### src/rtl/tss_pkg.sv
// Shared constants and types for the touch scan sequencer
package tss_pkg;
  // Clock rate expressed in MHz so that microsecond times become cycles
  localparam int unsigned CLK_MHZ            = 10;
  localparam int unsigned PRECHARGE_TIME_US  = 4;
  localparam int unsigned SENSE_TIME_US      = 4;
  localparam int unsigned PRECHARGE_CYCLES   = PRECHARGE_TIME_US * CLK_MHZ;
  localparam int unsigned SENSE_CYCLES       = SENSE_TIME_US * CLK_MHZ;
  // Panel settling choices; the longest stays below 4096 cycles
  localparam int unsigned SETTLE_TIME0_US    = 10;
  localparam int unsigned SETTLE_TIME1_US    = 100;
  localparam int unsigned SETTLE_TIME2_US    = 200;
  localparam int unsigned SETTLE_TIME3_US    = 400;
  localparam int unsigned TIMER_W            = 12;

  // Register map: page bit and address
  localparam logic       PAGE_DATA           = 1'b0;
  localparam logic       PAGE_CTRL           = 1'b1;
  localparam logic [4:0] ADDR_X              = 5'h00;
  localparam logic [4:0] ADDR_Y              = 5'h01;
  localparam logic [4:0] ADDR_PRESSURE_A     = 5'h02;
  localparam logic [4:0] ADDR_PRESSURE_B     = 5'h03;
  localparam logic [4:0] ADDR_KEYPAD_STATE   = 5'h04;
  localparam logic [4:0] ADDR_CONTRAST_DAC   = 5'h0b;
  localparam logic [4:0] ADDR_SCAN_CONFIG    = 5'h00;

  localparam logic [15:0] DATA_RESET         = 16'h0000;
  localparam logic [7:0]  CONTRAST_RESET     = 8'h80;
  localparam logic [15:0] SCAN_CONFIG_RESET  = 16'h0000;
  localparam int unsigned CFG_START_BIT      = 6;
  localparam int unsigned CFG_BUSY_BIT       = 3;

  typedef enum logic [1:0] {
    MODE_SELF      = 2'b00,
    MODE_HOST_INIT = 2'b01,
    MODE_HOST_CTL  = 2'b10,
    MODE_RSVD      = 2'b11
  } tss_mode_t;

  typedef enum logic [1:0] {
    STAGE_Y          = 2'b00,
    STAGE_X          = 2'b01,
    STAGE_PRESSURE_A = 2'b10,
    STAGE_PRESSURE_B = 2'b11
  } tss_stage_t;

  // Scan configuration word as stored
  typedef struct packed {
    tss_mode_t  mode;
    logic       scanPressure;
    logic [1:0] resolution;
    logic [1:0] averageCount;
    logic [1:0] settleSel;
    logic       start;
    logic [1:0] hostDrive;
    logic       busy;
    logic [2:0] spare;
  } tss_cfg_t;

  typedef struct packed {
    logic yEn;
    logic xEn;
    logic zEn;
  } tss_drive_t;

  // Keep only the converted bits, right-justified
  function automatic logic [11:0] rjust(input logic [11:0] d, input logic [1:0] res);
    unique case (res)
      2'b01:   rjust = {4'h0, d[7:0]};
      2'b10:   rjust = {2'b00, d[9:0]};
      default: rjust = d;
    endcase
  endfunction
endpackage

### src/rtl/tss_avg_conv.sv
// Averaging conversion engine: issues converter starts and averages results
`timescale 1ns/1ps
module tss_avg_conv
  import tss_pkg::*;
(
  input  wire logic        clk,
  input  wire logic        rst_b,
  input  wire logic        start,
  input  wire logic [1:0]  averageCount,
  input  wire logic [1:0]  resolution,
  input  wire logic        adcDone,
  input  wire logic [11:0] adcData,
  output logic             adcStart,
  output logic             done,
  output logic [11:0]      result
);
  import tss_pkg::*;

  logic        busy;
  logic [4:0]  left;
  logic [15:0] acc;
  logic [15:0] next_acc;
  logic [1:0]  shift;
  logic [4:0]  total;

  always_comb begin
    unique case (averageCount)
      2'b01:   begin total = 5'd4;  shift = 2'd2; end
      2'b10:   begin total = 5'd8;  shift = 2'd3; end
      2'b11:   begin total = 5'd16; shift = 2'd0; end
      default: begin total = 5'd1;  shift = 2'd0; end
    endcase
    next_acc = acc + {4'h0, rjust(adcData, resolution)};
  end

  always_ff @(posedge clk) begin
    if (!rst_b) begin
      busy     <= 1'b0;
      left     <= 5'd0;
      acc      <= 16'h0000;
      adcStart <= 1'b0;
      done     <= 1'b0;
      result   <= 12'h000;
    end else begin
      adcStart <= 1'b0;
      done     <= 1'b0;
      if (start) begin
        busy     <= 1'b1;
        left     <= total;
        acc      <= 16'h0000;
        adcStart <= 1'b1;
      end else if (busy && adcDone) begin
        acc <= next_acc;
        if (left == 5'd1) begin
          // Only the final average leaves the engine
          busy <= 1'b0;
          done <= 1'b1;
          if (averageCount == 2'b11) begin
            result <= next_acc[15:4];
          end else begin
            result <= 12'(next_acc >> shift);
          end
        end else begin
          left     <= left - 5'd1;
          adcStart <= 1'b1;
        end
      end
    end
  end
endmodule // tss_avg_conv

### src/rtl/tss_scan_seq.sv
// Touch scan sequencer top: scan control, result and keypad/DAC registers
//
// Behaviour
// - Results stored right-justified, upper bits zero
// - Reset clears data registers, DAC loads midscale
// - DAC code in low byte, upper reserved
// - Keypad register has one bit per key
// - Self, host-initiated and host-controlled modes offered
// - Touch drives interrupt low, clock powers up in self mode (code holds interrupt high in MODE_RSVD)
// - Drive Y, settle, power converter, convert Y
// - Averaging stores only final averaged value
// - Convert X only if still touched
// - X/Y scan ends after X stored
// - Pressure scan adds both pressure samples
// - X/Y scan time follows settle and conversion
// - Pressure scan time adds third settle phase
// - Ready idles high, low while unread data
// - Keypad bits equal keys found pressed
`timescale 1ns/1ps
module tss_scan_seq
  import tss_pkg::*;
(
  input  wire logic        clk,
  input  wire logic        rst_b,
  input  wire logic        penTouched,
  input  wire logic        adcDone,
  input  wire logic [11:0] adcData,
  input  wire logic        keyScanValid,
  input  wire logic [15:0] keyScanBits,
  input  wire logic        regPage,
  input  wire logic [4:0]  regAddr,
  input  wire logic        regWr,
  input  wire logic        regRd,
  input  wire logic [15:0] regWdata,
  output logic [15:0]      regRdata,
  output logic             touchDetectIrqN,
  output logic             resultReadyN,
  output logic             convClockOn,
  output logic             adcPowerOn,
  output tss_drive_t       panelDrive,
  output logic             adcStart,
  output logic [7:0]       contrastCode
);
  import tss_pkg::*;

  typedef enum logic [1:0] {
    S_IDLE   = 2'b00,
    S_SETTLE = 2'b01,
    S_CONV   = 2'b10,
    S_NEXT   = 2'b11
  } tss_state_t;

  tss_state_t         state;
  tss_stage_t         stage;
  tss_cfg_t           cfg;
  logic [TIMER_W-1:0] timer;
  logic [TIMER_W-1:0] settleLoad;
  logic [11:0]        result [4];
  logic [15:0]        keypadKeyState;
  logic [4:0]         unread;
  logic [4:0]         next_unread;
  logic [4:0]         readHit;
  logic               convKick;
  logic               avgDone;
  logic [11:0]        avgResult;
  logic               scanStart;
  logic               dataRd;

  assign dataRd = regRd && (regPage == PAGE_DATA);

  // Settle, precharge and sense all elapse before every conversion except STAGE_PRESSURE_B
  always_comb begin
    unique case (cfg.settleSel)
      2'b00: settleLoad = TIMER_W'(SETTLE_TIME0_US * CLK_MHZ + PRECHARGE_CYCLES + SENSE_CYCLES);
      2'b01: settleLoad = TIMER_W'(SETTLE_TIME1_US * CLK_MHZ + PRECHARGE_CYCLES + SENSE_CYCLES);
      2'b10: settleLoad = TIMER_W'(SETTLE_TIME2_US * CLK_MHZ + PRECHARGE_CYCLES + SENSE_CYCLES);
      2'b11: settleLoad = TIMER_W'(SETTLE_TIME3_US * CLK_MHZ + PRECHARGE_CYCLES + SENSE_CYCLES);
    endcase
  end

  // A host start request is honoured only while the panel is touched
  always_comb begin
    unique case (cfg.mode)
      MODE_SELF:      scanStart = penTouched;
      MODE_HOST_INIT: scanStart = penTouched && regWr && regPage == PAGE_CTRL
                                  && regAddr == ADDR_SCAN_CONFIG
                                  && regWdata[CFG_START_BIT];
      default:        scanStart = 1'b0;
    endcase
  end

  // Scan sequencer
  always_ff @(posedge clk) begin
    if (!rst_b) begin
      state       <= S_IDLE;
      stage       <= STAGE_Y;
      timer       <= '0;
      convClockOn <= 1'b0;
      adcPowerOn  <= 1'b0;
      panelDrive  <= '0;
      convKick    <= 1'b0;
    end else begin
      convKick <= 1'b0;
      unique case (state)
        S_IDLE: begin
          adcPowerOn <= 1'b0;
          if (scanStart && state == S_IDLE && cfg.mode != MODE_HOST_CTL) begin
            convClockOn <= 1'b1;
            stage       <= STAGE_Y;
            panelDrive  <= '{yEn: 1'b1, xEn: 1'b0, zEn: 1'b0};
            timer       <= settleLoad;
            state       <= S_SETTLE;
          end else begin
            convClockOn <= 1'b0;
            // In host-controlled mode the drivers follow the host directly
            if (cfg.mode == MODE_HOST_CTL) begin
              panelDrive <= '{yEn: cfg.hostDrive == 2'b01, xEn: cfg.hostDrive == 2'b10,
                              zEn: cfg.hostDrive == 2'b11};
            end else begin
              panelDrive <= '0;
            end
          end
        end
        S_SETTLE: begin
          if (stage == STAGE_Y && !penTouched) begin
            state      <= S_IDLE;
            panelDrive <= '0;
          end else if (timer == '0) begin
            adcPowerOn <= 1'b1;
            convKick   <= 1'b1;
            state      <= S_CONV;
          end else begin
            timer <= timer - TIMER_W'(1);
          end
        end
        S_CONV: begin
          if (avgDone) begin
            state <= S_NEXT;
          end
        end
        S_NEXT: begin
          adcPowerOn <= 1'b0;
          timer      <= settleLoad;
          state      <= S_SETTLE;
          unique case (stage)
            STAGE_Y: begin
              if (penTouched) begin
                stage      <= STAGE_X;
                panelDrive <= '{yEn: 1'b0, xEn: 1'b1, zEn: 1'b0};
              end else begin
                state      <= S_IDLE;
                panelDrive <= '0;
              end
            end
            STAGE_X: begin
              if (cfg.scanPressure) begin
                stage      <= STAGE_PRESSURE_A;
                panelDrive <= '{yEn: 1'b0, xEn: 1'b0, zEn: 1'b1};
              end else begin
                state      <= S_IDLE;
                panelDrive <= '0;
              end
            end
            STAGE_PRESSURE_A: begin
              // Both pressure samples share one settle phase
              stage <= STAGE_PRESSURE_B;
              timer <= '0;
            end
            STAGE_PRESSURE_B: begin
              state      <= S_IDLE;
              panelDrive <= '0;
            end
          endcase
        end
      endcase
    end
  end

  tss_avg_conv u_tss_avg_conv (
    .clk          (clk),
    .rst_b        (rst_b),
    .start        (convKick),
    .averageCount (cfg.averageCount),
    .resolution   (cfg.resolution),
    .adcDone      (adcDone),
    .adcData      (adcData),
    .adcStart     (adcStart),
    .done         (avgDone),
    .result       (avgResult)
  );

  // Pen interrupt follows the touch as long as the panel is watched
  always_ff @(posedge clk) begin
    if (!rst_b) begin
      touchDetectIrqN <= 1'b1;
    end else begin
      touchDetectIrqN <= !(penTouched && cfg.mode != MODE_RSVD);
    end
  end

  // Result registers, indexed by stage
  always_ff @(posedge clk) begin
    if (!rst_b) begin
      for (int i = 0; i < 4; i++) begin
        result[i] <= 12'h000;
      end
    end else if (state == S_CONV && avgDone) begin
      result[stage] <= avgResult;
    end
  end

  always_ff @(posedge clk) begin
    if (!rst_b) begin
      keypadKeyState <= DATA_RESET;
    end else if (keyScanValid) begin
      keypadKeyState <= keyScanBits;
    end
  end

  // Control and DAC registers
  always_ff @(posedge clk) begin
    if (!rst_b) begin
      contrastCode <= CONTRAST_RESET;
      cfg          <= SCAN_CONFIG_RESET;
    end else if (regWr) begin
      if (regPage == PAGE_DATA && regAddr == ADDR_CONTRAST_DAC) begin
        contrastCode <= regWdata[7:0];
      end
      if (regPage == PAGE_CTRL && regAddr == ADDR_SCAN_CONFIG) begin
        cfg       <= regWdata;
        cfg.start <= 1'b0;
        cfg.busy  <= 1'b0;
        cfg.spare <= 3'b000;
      end
    end
  end

  // Unread tracking; a store in the same cycle as its read keeps the flag
  always_comb begin
    readHit = '0;
    // Flags are indexed by stage, which orders Y before X unlike the address map
    if (dataRd) begin
      unique case (regAddr)
        ADDR_X:            readHit[STAGE_X] = 1'b1;
        ADDR_Y:            readHit[STAGE_Y] = 1'b1;
        ADDR_PRESSURE_A:   readHit[STAGE_PRESSURE_A] = 1'b1;
        ADDR_PRESSURE_B:   readHit[STAGE_PRESSURE_B] = 1'b1;
        ADDR_KEYPAD_STATE: readHit[4] = 1'b1;
        default:           readHit = '0;
      endcase
    end
    next_unread = unread & ~readHit;
    if (state == S_CONV && avgDone) begin
      next_unread[stage] = 1'b1;
    end
    if (keyScanValid) begin
      next_unread[4] = 1'b1;
    end
  end

  always_ff @(posedge clk) begin
    if (!rst_b) begin
      unread       <= '0;
      resultReadyN <= 1'b1;
    end else begin
      unread       <= next_unread;
      resultReadyN <= ~|next_unread;
    end
  end

  // Read port answers one cycle after the read strobe
  always_ff @(posedge clk) begin
    if (!rst_b) begin
      regRdata <= 16'h0000;
    end else if (regRd) begin
      regRdata <= 16'h0000;
      if (regPage == PAGE_DATA) begin
        unique case (regAddr)
          ADDR_X:            regRdata <= {4'h0, result[STAGE_X]};
          ADDR_Y:            regRdata <= {4'h0, result[STAGE_Y]};
          ADDR_PRESSURE_A:   regRdata <= {4'h0, result[STAGE_PRESSURE_A]};
          ADDR_PRESSURE_B:   regRdata <= {4'h0, result[STAGE_PRESSURE_B]};
          ADDR_KEYPAD_STATE: regRdata <= keypadKeyState;
          ADDR_CONTRAST_DAC: regRdata <= {8'h00, contrastCode};
          default:           regRdata <= 16'h0000;
        endcase
      end else if (regAddr == ADDR_SCAN_CONFIG) begin
        regRdata                <= cfg;
        regRdata[CFG_BUSY_BIT]  <= state != S_IDLE;
      end
    end
  end
endmodule // tss_scan_seq

### config.mk
export PLATFORM = sky130hd
export DESIGN_NAME = tss_scan_seq
export DESIGN_NICKNAME = d
export VERILOG_FILES = /design/src/rtl/tss_pkg.sv /design/src/rtl/tss_avg_conv.sv /design/src/rtl/tss_scan_seq.sv
export SDC_FILE = /design/constraint.sdc
export NUM_CORES = 1
export LEC_CHECK = 0
export ABC_AREA = 1
export BUFFER_PORTS_ARGS = -buffer_cell sky130_fd_sc_hd__buf_2
export CORE_MARGIN = 2
export CORE_UTILIZATION = 50
export DETAILED_ROUTE_END_ITERATION = 10
export PLACE_DENSITY = 0.75
export SLEW_MARGIN = 10
export SYNTH_ARGS = -nofsm -noshare
export SYNTH_HDL_FRONTEND = slang
export SYNTH_SLANG_ARGS = --single-unit
### constraint.sdc
create_clock -name clk -period 2.7 [get_ports clk]
set_clock_uncertainty 0.2 [all_clocks]
set_input_delay 0.135 -clock clk [delete_from_list [all_inputs] [get_ports clk]]
set_output_delay 0.135 -clock clk [all_outputs]
set_load 0.005 [all_outputs]
==> results of run 1 <==
-- worst min path at each step --
stage,from,to,slack (ps),depth (start not counted)
after global routing,regWr,cfg[5]$_SDFFE_PN0P_,40,5
after floorplan,penTouched,touchDetectIrqN$_SDFF_PN1_,40,1
after global placement,keyScanBits[4],keypadKeyState[4]$_SDFFE_PN0P_,170,3
after CTS,regWr,cfg[5]$_SDFFE_PN0P_,3,5
final,regWr,cfg[5]$_SDFFE_PN0P_,20,5
after detailed placement,keyScanBits[4],keypadKeyState[4]$_SDFFE_PN0P_,180,3
-- cell usage in the layout, fill, tap and decap left out, drive strengths merged, types with 4 or more instances in the layout --
| master | n |
|---|---|
| dfxtp | 116 |
| a21oi | 86 |
| nand3 | 91 |
| nand4 | 13 |
| xor2 | 4 |
| dlygate4sd3 | 47 |
| clkbuf | 17 |
| nor2 | 139 |
| o22ai | 8 |
| nor3 | 26 |
| inv | 186 |
| edfxtp | 48 |
| clkinv | 8 |
| o211ai | 16 |
| nand2 | 245 |
| buf | 113 |
| ha | 35 |
| a211oi | 11 |
| o2111ai | 5 |
| o21ai | 100 |
| xnor2 | 4 |
| or2 | 4 |
| and2 | 4 |
-- cell type report --
cell class,count,area [um^2]
clock buffer,17,425
clock inverter,15,154
fill,1537,6600
inverter,184,692
multi-input combinational,814,4220
sequential,164,3760
tap,225,282
timing repair buffer,160,1100
-- registers in the layout (all words and copies together), names as in the netlist, named ones only --
name,cells
u_tss_avg_conv.busy,1
contrastCode,8
cfg,11
u_tss_avg_conv.acc,16
u_tss_avg_conv.adcStart,1
panelDrive,3
u_tss_avg_conv.result,12
regRdata,16
result,48
touchDetectIrqN,1
keypadKeyState,16
unread,5
u_tss_avg_conv.left,5
convKick,1
resultReadyN,1
stage,2
u_tss_avg_conv.done,1
timer,12
convClockOn,1
state,1
adcPowerOn,1
-- cells by family after synthesis --
group,after synthesis,synth area share [%]
compound gates,244,15.7
xor+xnor,8,0.800
fa+ha+maj,36,5.23
buf+inv,225,9.76
flops,164,43.0
simple gates,526,25.5
-- layer usage --
layer / GRT usage [%] / routed length [um] / up-vias
met5: 0 / 0 / -
met4: 10.5 / 707 / 0
met3: 4.74 / 1440 / 48
met2: 44.3 / 11600 / 308
met1: 33.7 / 10700 / 3949
li1: - / - / 4242
-- worst register-to-register path, stage by stage, from the launching register on --
cell and delay, ps:
dfxtp_1 330, inv_1 60, ha_1 330, nand2_1 80
inv_1 40, ha_2 380, nand2_1 100, nor2_2 160
and2_1 140, nand2_1 70, nand2_1 110, nand2_1 100
nand2_1 90, nand2_1 50, nand2_1 80, inv_1 40
a21oi_1 130
-- stage by stage --
stage	power (mW)	util, %	setup slack [ps]	hold WS [ps]	setup TNS [ps]
3_3_place_gp	4.35	55.2	191	168	0
4_1_cts	6.82	61.3	117	3.31	0
5_1_grt	7.17	61.7	-31.8	36.2	-75.2
2_1_floorplan	3.99	-	357	35.9	0
3_5_place_dp	4.38	55.2	125	177	0
6_report	6.83	61.7	152	18.8	0
-- timing repair --
action / 4_1_cts / 5_1_grt
setup buffers: 0 / 0
endpoints found under the hold margin: 45 / 0
gates resized for setup: 0 / 15
setup endpoints to repair: 0 / 13
hold buffers: 47 / 0
-- power breakdown --
part           leakage (nW)  total [mW]  switching (mW)  internal (mW)
combinational          3.05        1.60            1.02          0.579
clock                 0.276        2.40            1.03           1.37
sequential             1.44        2.83           0.124           2.71
==> flow_summary.toml, run 1 <==
[run_status]
outcome = "finished, final reports clean"

[logic_synthesis]
avgSynthCellArea_um2 = 7.28
synth_area_leader_cell = "dfxtp_1"
synth_cell_types = 43
ys_seq_area_share_pct = 43.0
synth_area_um2 = 8760
synth_warnings = 0
synth_top_area_share_pct = 26.5
synth.area.top_cells = "dfxtp_1 27%, edfxtp_1 16%, nand2_1 10%"
yosysMostFrequentCell = "nand2_1"
synth_common_cells = "241 x nand2_1, 181 x inv_1, 135 x nor2_1"
postSynthNetCount = 1296
ys_seq_elements = 164
synth_edf_count = 48
ys.flop_type = "dfxtp_1"
async_flop_share_pct = 0
synthCells = 1203

[floorplanning]
die_h_um = 136
core_um2 = 17200
die_x_um = 136
io_pins = 89
start_util_pct = 50.8
rows = 48
dieArea_um2 = 18600

[place]
numPortBuffers = 88
dp_hpwl_um = 16800
place_area_um2 = 9510
dp_cells = 1500
gp_congestion = 0.877

[setup_path]
crit_path_end = "u_tss_avg_conv.result[9]$_SDFFE_PN0P_"
cp_top_family = "simple AND/OR/NAND/NOR gates"
cpMaxStageDelayCell = "ha_2"
cp_common_cell = "nand2_1"
cp-end-kind = "flip-flop"
required_ps = 2850
ff2ff_setup_slack_ps = 150
reg2reg_depth = 16
crit_type = "flip-flop to flip-flop"
cp_num_cells = 16
critPathBufInv = 3
cp_cell_sequence = "inv_1 > ha_1 > nand2_1 > inv_1 > ha_2 > nand2_1 > nor2_2 > and2_1 > nand2_1 > nand2_1 > nand2_1 > nand2_1 > nand2_1 > nand2_1 > inv_1 > a21oi_1"
path_max_fanout = 5
crit_start = "cfg[11]$_SDFFE_PN0P_"
startpoint_type = "flip-flop"
arrival_ps = 2700
max_stage_delay_ps = 380
r2r_end = "u_tss_avg_conv.result[9]$_SDFFE_PN0P_"
r2r_start = "cfg[11]$_SDFFE_PN0P_"

[cts]
clk_latency_ps = 430
cts_root_buf = "clkbuf_16"
cts_tree = "built"
clkTransAtPathRegs_ps = 60
cts_buffers = 17
cts.path.max_buffers = 2
htreeDepth = 4
clock_sinks = 164

[layout]
area_growth_pct = 21.5
postLayoutCellArea_um2 = 10600
nets = 1434
final_layout_size_suffix_gt1_share_pct = 12.8
final_cell_count_no_fill = 1579
diodes = 0

[sta]
worst_pin_slew_ps = 897
final-setup-viol-count = 0
period_share_pct = 94.4
rsz0062_at_grt = "true"
finalMaxSlewViolations = 0
min_period_ps = 2550
fmax_mhz = 392
finalHoldViolCount = 0
slew_headroom_pct = 40.0

[route]
antenna_left = 0
dr.pass1.iters = 5
viasPerCell = 5.41
vias = 8547
wirelength_um = 24400
wl_per_cell_um = 15.5
drc = 0
drt-initial-drc-count = 770

[pwr]
leakage_nw = 4.77
power_density_nw_per_um2 = 642
peakVddDrop_mv = 0.485

[worst_hold_path]
hold_path.class = "input port to flip-flop"

[grt]
grt_pass1_wl_um = 38500
first_global_vias = 7998
grt-ovfl-total = 0
grt_max_degree = 59
antenna_found_initial = 0
grt_util_all_layers_pct = 26.4

[run]
maxCapViolCount = 0
Note: power is estimated with default switching activity, not from simulation.
==> run 2: changes to the inputs <==
--- a/config.mk
+++ b/config.mk
@@ -7,10 +7,13 @@
 export LEC_CHECK = 0
 export ABC_AREA = 1
 export BUFFER_PORTS_ARGS = -buffer_cell sky130_fd_sc_hd__buf_2
+export CAP_MARGIN = 20
+export CELL_PAD_IN_SITES_DETAIL_PLACEMENT = 2
+export CELL_PAD_IN_SITES_GLOBAL_PLACEMENT = 2
 export CORE_MARGIN = 2
-export CORE_UTILIZATION = 50
+export CORE_UTILIZATION = 34
 export DETAILED_ROUTE_END_ITERATION = 10
-export PLACE_DENSITY = 0.75
+export PLACE_DENSITY = 0.86
 export SLEW_MARGIN = 10
 export SYNTH_ARGS = -nofsm -noshare
 export SYNTH_HDL_FRONTEND = slang
==> constraint.sdc (replaced) <==
create_clock -name clk -period 2.7 [get_ports clk]
set_clock_uncertainty 0.2 [all_clocks]
set_input_delay 0.135 -clock clk [delete_from_list [all_inputs] [get_ports clk]]
set_output_delay 0.135 -clock clk [all_outputs]
set_load 0.05 [all_outputs]
==> run 2 against run 1 <==
Against the previous run: the flow now finishes with violations (setup timing); sequential power is 1% higher; clock power is 10% higher; first-iteration DRC count is 22% higher; critical path type unchanged.
==> flow_summary.toml, run 2 (synthesis gave the netlist of run 1 again) <==
[run_status]
outcome = "finished, violations left"
violations = "setup timing"

[sta]
min_period_ps = 2860
finalHoldViolCount = 0
rsz0062_at_grt = "true"
final-setup-viol-count = 20
setup_ws_ps = -163
finalMaxSlewViolations = 0
slew_headroom_pct = 45.2
worst_pin_slew_ps = 821
fmax_mhz = 349
period_share_pct = 106

[setup_path]
path_max_fanout = 5
arrival_ps = 3050
crit_type = "flip-flop to flip-flop"
cp-end-kind = "flip-flop"
cp_cell_sequence = "inv_2 > ha_4 > nand2_1 > inv_1 > ha_4 > a21oi_1 > and2_1 > nand4_1 > nand2_2 > nand2_1 > nand2_1 > inv_1 > a21oi_2"
max_stage_delay_ps = 350
startpoint_type = "flip-flop"
cp_common_cell = "nand2_1"
cpMaxStageDelayCell = "dfxtp_2"
required_ps = 2880

[grt]
grt-ovfl-total = 0
grt_pass1_wl_um = 65100
first_global_vias = 10917
antenna_found_initial = 0
grt_util_all_layers_pct = 32.3
grt_max_degree = 48

[layout]
layout_common_cells = "219 x nand2_1, 177 x inv_1, 124 x nor2_1, 115 x dfxtp_1, 99 x o21ai_0"
final_layout_size_suffix_gt1_share_pct = 17.5
nets = 1447
area_growth_pct = 26.4
diodes = 0
max_flop_register = "result"
mostFrequentLayoutCell = "nand2_1"
nFillCells = 2875
largest_reg_flops = 48

[pwr]
p_sw_mw = 3.05
pwr-share-comb_pct = 28.3
peakVddDrop_mv = 0.551
leakage_nw = 4.87
p_int_mw = 4.65
power_frac_seq_pct = 37.3
power_density_nw_per_um2 = 695
power_frac_clock_pct = 34.4
total_power_mw = 7.69
swShare_pct = 39.6

[floorplanning]
dieArea_um2 = 27100
die_x_um = 164
rows = 58
core_um2 = 25300
die_h_um = 164
start_util_pct = 34.7
io_pins = 89

[route]
viasPerCell = 5.79
dr.pass1.iters = 5
wirelength_um = 46100
drt-initial-drc-count = 942
antenna_left = 0
wl_per_cell_um = 27.2
vias = 9825
drc = 0

[cts]
cts_tree = "built"
cts_root_buf = "clkbuf_16"
clkTransAtPathRegs_ps = 80
cts_buffers = 17
cts.path.max_buffers = 2
clock_sinks = 164
htreeDepth = 4
clk_latency_ps = 470

[place]
numPortBuffers = 88
post-place-ws_ps = -22.4
gp_congestion = 0.817
dp_hpwl_um = 23700

[run]
maxCapViolCount = 0

[worst_hold_path]
hold_path.class = "input port to flip-flop"
run 2: routing by layer:
| layer | share of wire, % | GRT usage (%) |
|---|---|---|
| met1 | 38 | 34.5 |
| met2 | 50 | 58.6 |
| met3 | 4.7 | 5.78 |
| met4 | 7.0 | 20.3 |
| met5 | 0 | 0 |
run 2: power by group through the flow:
stage	registers (mW)	clock network [mW]	logic, mW
global route	2.89	2.75	2.34
CTS	2.84	2.56	1.94
global placement	2.88	0	1.72
detailed placement	2.89	0	1.82
finish	2.87	2.64	2.18
floorplan	2.98	0	1.13
run 2: layout make-up:
cell class              count  area (um^2)  share of cell area [%]
inverters                 184          692                    6.25
well taps                 330          413                    3.73
flip-flops and latches    164         3760                    34.0
multi-input cells         814         4420                    40.0
clock inverters            14          134                    1.21
repair buffers            173         1190                    10.7
clock buffers              18          450                    4.07
run 2: worst max-delay path, delay by kind of cell, from the launching register on:
| family | cells | cell delay (ps) |
|---|---|---|
| buffers and inverters | 3 | 280 |
| AOI/OAI and AO/OA | 2 | 460 |
| DFF | 1 | 350 |
| adders and majority gates | 2 | 560 |
| and+or+nand+nor | 6 | 940 |
run 2: what timing repair did:
| action | in CTS | in global routing |
|---|---|---|
| setup buffers | 1 | 7 |
| hold endpoints to repair | 45 | 0 |
| hold buffers | 44 | 0 |
| endpoints found under the setup margin | 6 | 30 |
| pin swaps | 1 | 14 |
| gates resized for setup | 10 | 65 |
run 2: through the flow:
step | instance area (um^2) | std cells | hold slack (ps) | utilization (%) | setup TNS (ps)
2_1_floorplan | 8760 | 1203 | 35.9 | - | 0
3_3_place_gp | 9700 | 1613 | 170 | 38.4 | 0
3_5_place_dp | 9700 | 1613 | 176 | 38.4 | -30.9
4_1_cts | 10800 | 1690 | 15.1 | 42.7 | 0
5_1_grt | 11100 | 1697 | 63.5 | 43.8 | -2290
6_report | 11100 | 1697 | 11.8 | 43.8 | -1100
run 2: worst paths after layout:
kind | end | slack [ps] | depth (start not counted) | startpoint
min | u_tss_avg_conv.acc[1]$_SDFFE_PP0P_ | 10 | 4 | adcData[1]
max reg2reg | u_tss_avg_conv.result[8]$_SDFFE_PN0P_ | -160 | 13 | cfg[11]$_SDFFE_PN0P_
max | u_tss_avg_conv.result[8]$_SDFFE_PN0P_ | -160 | 13 | cfg[11]$_SDFFE_PN0P_
min reg2reg | keypadKeyState[2]$_SDFFE_PN0P_ | 290 | 2 | keypadKeyState[2]$_SDFFE_PN0P_
==> run 3: changes to the inputs <==
--- a/config.mk
+++ b/config.mk
@@ -6,13 +6,13 @@
 export NUM_CORES = 1
 export LEC_CHECK = 0
 export ABC_AREA = 1
-export BUFFER_PORTS_ARGS = -buffer_cell sky130_fd_sc_hd__buf_2
 export CAP_MARGIN = 20
 export CELL_PAD_IN_SITES_DETAIL_PLACEMENT = 2
 export CELL_PAD_IN_SITES_GLOBAL_PLACEMENT = 2
 export CORE_MARGIN = 2
-export CORE_UTILIZATION = 34
+export CORE_UTILIZATION = 37
 export DETAILED_ROUTE_END_ITERATION = 10
+export DONT_BUFFER_PORTS = 1
 export PLACE_DENSITY = 0.86
 export SLEW_MARGIN = 10
 export SYNTH_ARGS = -nofsm -noshare
==> run 3 against run 2 <==
Against the previous run: the run still ends with setup timing left; critical path depth increased by 1; worst hold slack improved by 13 ps; via count decreased by 1.3%; first-iteration DRC count decreased by 9.9%; combinational power decreased by 7%; highest routed layer unchanged.
==> flow_summary.toml, run 3 (synthesis gave the netlist of run 1 again) <==
[run_status]
outcome = "finished, violations left"
violations = "setup timing"

[route]
wirelength_um = 47800
wl_per_cell_um = 29.7
dr.pass1.iters = 5
wl_met3_um = 3060
drt-initial-drc-count = 849
viasPerCell = 6.01
drc = 0
antenna_left = 0
highest_layer = "met4"
vias = 9693
wirelength_met1_um = 17500
wl_met2_um = 23500

[pwr]
power_frac_seq_pct = 38.5
swShare_pct = 39.0
peakVddDrop_mv = 0.444
power_density_nw_per_um2 = 729
p_sw_mw = 3.07
leakage_nw = 4.59
total_power_mw = 7.86
power_frac_clock_pct = 35.7
pwr-share-comb_pct = 25.7
p_int_mw = 4.79

[sta]
worst_pin_slew_ps = 928
rsz0062_at_grt = "true"
finalHoldViolCount = 0
slew_headroom_pct = 38.2
min_period_ps = 2850
setup_ws_ps = -154
finalMaxSlewViolations = 0
period_share_pct = 106
final-setup-viol-count = 8
fmax_mhz = 350
setup_tns_ps = -646

[place]
numPortBuffers = 0
dp_hpwl_um = 23500
gp_congestion = 0.837
post-place-ws_ps = -53.6

[cts]
htreeDepth = 4
clkTransAtPathRegs_ps = 80
cts_tree = "built"
cts_buffers = 17
cts_root_buf = "clkbuf_16"
cts.path.max_buffers = 2
clk_latency_ps = 470
clock_sinks = 164

[setup_path]
path_max_fanout = 6
required_ps = 2890
crit_start = "cfg[11]$_SDFFE_PN0P_"
cp_top_family = "simple AND/OR/NAND/NOR gates"
cp_cell_sequence = "inv_2 > ha_4 > nand2_1 > inv_1 > ha_4 > nand2_1 > nand2_1 > a21oi_2 > nand4_1 > nand2_2 > nand2_1 > nand3_1 > nand3_1 > a21oi_2"
crit_path_end = "u_tss_avg_conv.result[9]$_SDFFE_PN0P_"
reg2reg_depth = 14
r2r_start = "cfg[11]$_SDFFE_PN0P_"
cpMaxStageDelayCell = "dfxtp_2"
cp_num_cells = 14
r2r_end = "u_tss_avg_conv.result[9]$_SDFFE_PN0P_"
cp-end-kind = "flip-flop"
ff2ff_setup_slack_ps = -150
crit_type = "flip-flop to flip-flop"
max_stage_delay_ps = 360
critPathBufInv = 2
startpoint_type = "flip-flop"
arrival_ps = 3040
cp_common_cell = "nand2_1"

[grt]
first_global_vias = 10726
grt_pass1_wl_um = 66600
grt-ovfl-total = 0
grt_max_degree = 60
grt_util_all_layers_pct = 36.4
antenna_found_initial = 1

[floorplanning]
dieArea_um2 = 24900
rows = 56
die_x_um = 158
io_pins = 89
die_h_um = 158
start_util_pct = 37.5
core_um2 = 23300

[worst_hold_path]
hold_path.class = "input port to flip-flop"
min_delay_path_depth = 6

[layout]
final_layout_size_suffix_gt1_share_pct = 11.8
mostFrequentLayoutCell = "nand2_1"
max_flop_register = "result"
fin_util_pct = 46.2
layout_common_cells = "220 x nand2_1, 177 x inv_1, 127 x nor2_1, 115 x dfxtp_1, 96 x o21ai_0"
largest_reg_flops = 48
nets = 1372
area_growth_pct = 23.2

[run]
maxCapViolCount = 0
[run 3: tightest hold or removal path, stage by stage]
cell     delay [ps]
nor3_1           40
nand3_1          70
inv_1            60
nand2_1         100
a22oi_1         100
nor2_1          140
[run 3: layout make-up]
cell class                      instances  area [um^2]
Antenna cell                            1         2.50
Clock buffer                           20          479
Clock inverter                         12          145
Fill cell                            2617        12500
Inverter                              184          692
Multi-Input combinational cell        814         4400
Sequential cell                       164         3760
Tap cell                              319          399
Timing Repair Buffer                   98          902
[run 3: how the worst min path moves through the flow]
stage / from / to / slack, ps
floorplan: penTouched / touchDetectIrqN$_SDFF_PN1_ / 40
global route: regAddr[3] / unread[0]$_SDFF_PN0_ / 70
global placement: rst_b / touchDetectIrqN$_SDFF_PN1_ / 40
CTS: regAddr[3] / unread[0]$_SDFF_PN0_ / 0.4
detailed placement: rst_b / touchDetectIrqN$_SDFF_PN1_ / 40
finish: regAddr[3] / unread[0]$_SDFF_PN0_ / 30
[run 3: repair_timing]
item	in CTS	in global routing
hold buffers	57	0
cloned	0	0
pin swaps	2	13
setup endpoints to repair	12	61
endpoints found under the hold margin	146	0
setup buffers	2	5
gates resized for setup	17	59
[run 3: layer usage]
metal | track usage [%] | vias to the layer above
li1 | - | 4095
met1 | 38.6 | 4820
met2 | 63.7 | 539
met3 | 7.42 | 239
met4 | 27.3 | 0
met5 | 0 | -
[run 3: metrics by stage]
stage | cell area (um^2) | hold slack [ps] | cells
2_1_floorplan | 8760 | 35.9 | 1203
3_3_place_gp | 9250 | 36.3 | 1515
3_5_place_dp | 9250 | 36.8 | 1515
4_1_cts | 10600 | 0.398 | 1606
5_1_grt | 10800 | 69.0 | 1612
6_report | 10800 | 25.2 | 1612
[run 3: power groups by stage]
stage | clock, mW | combinational (mW) | sequential [mW]
6_report | 2.81 | 2.02 | 3.03
3_5_place_dp | 0 | 1.57 | 3.03
2_1_floorplan | 0 | 1.13 | 2.98
5_1_grt | 2.89 | 2.16 | 3.05
4_1_cts | 2.69 | 1.77 | 2.99
3_3_place_gp | 0 | 1.47 | 3.02
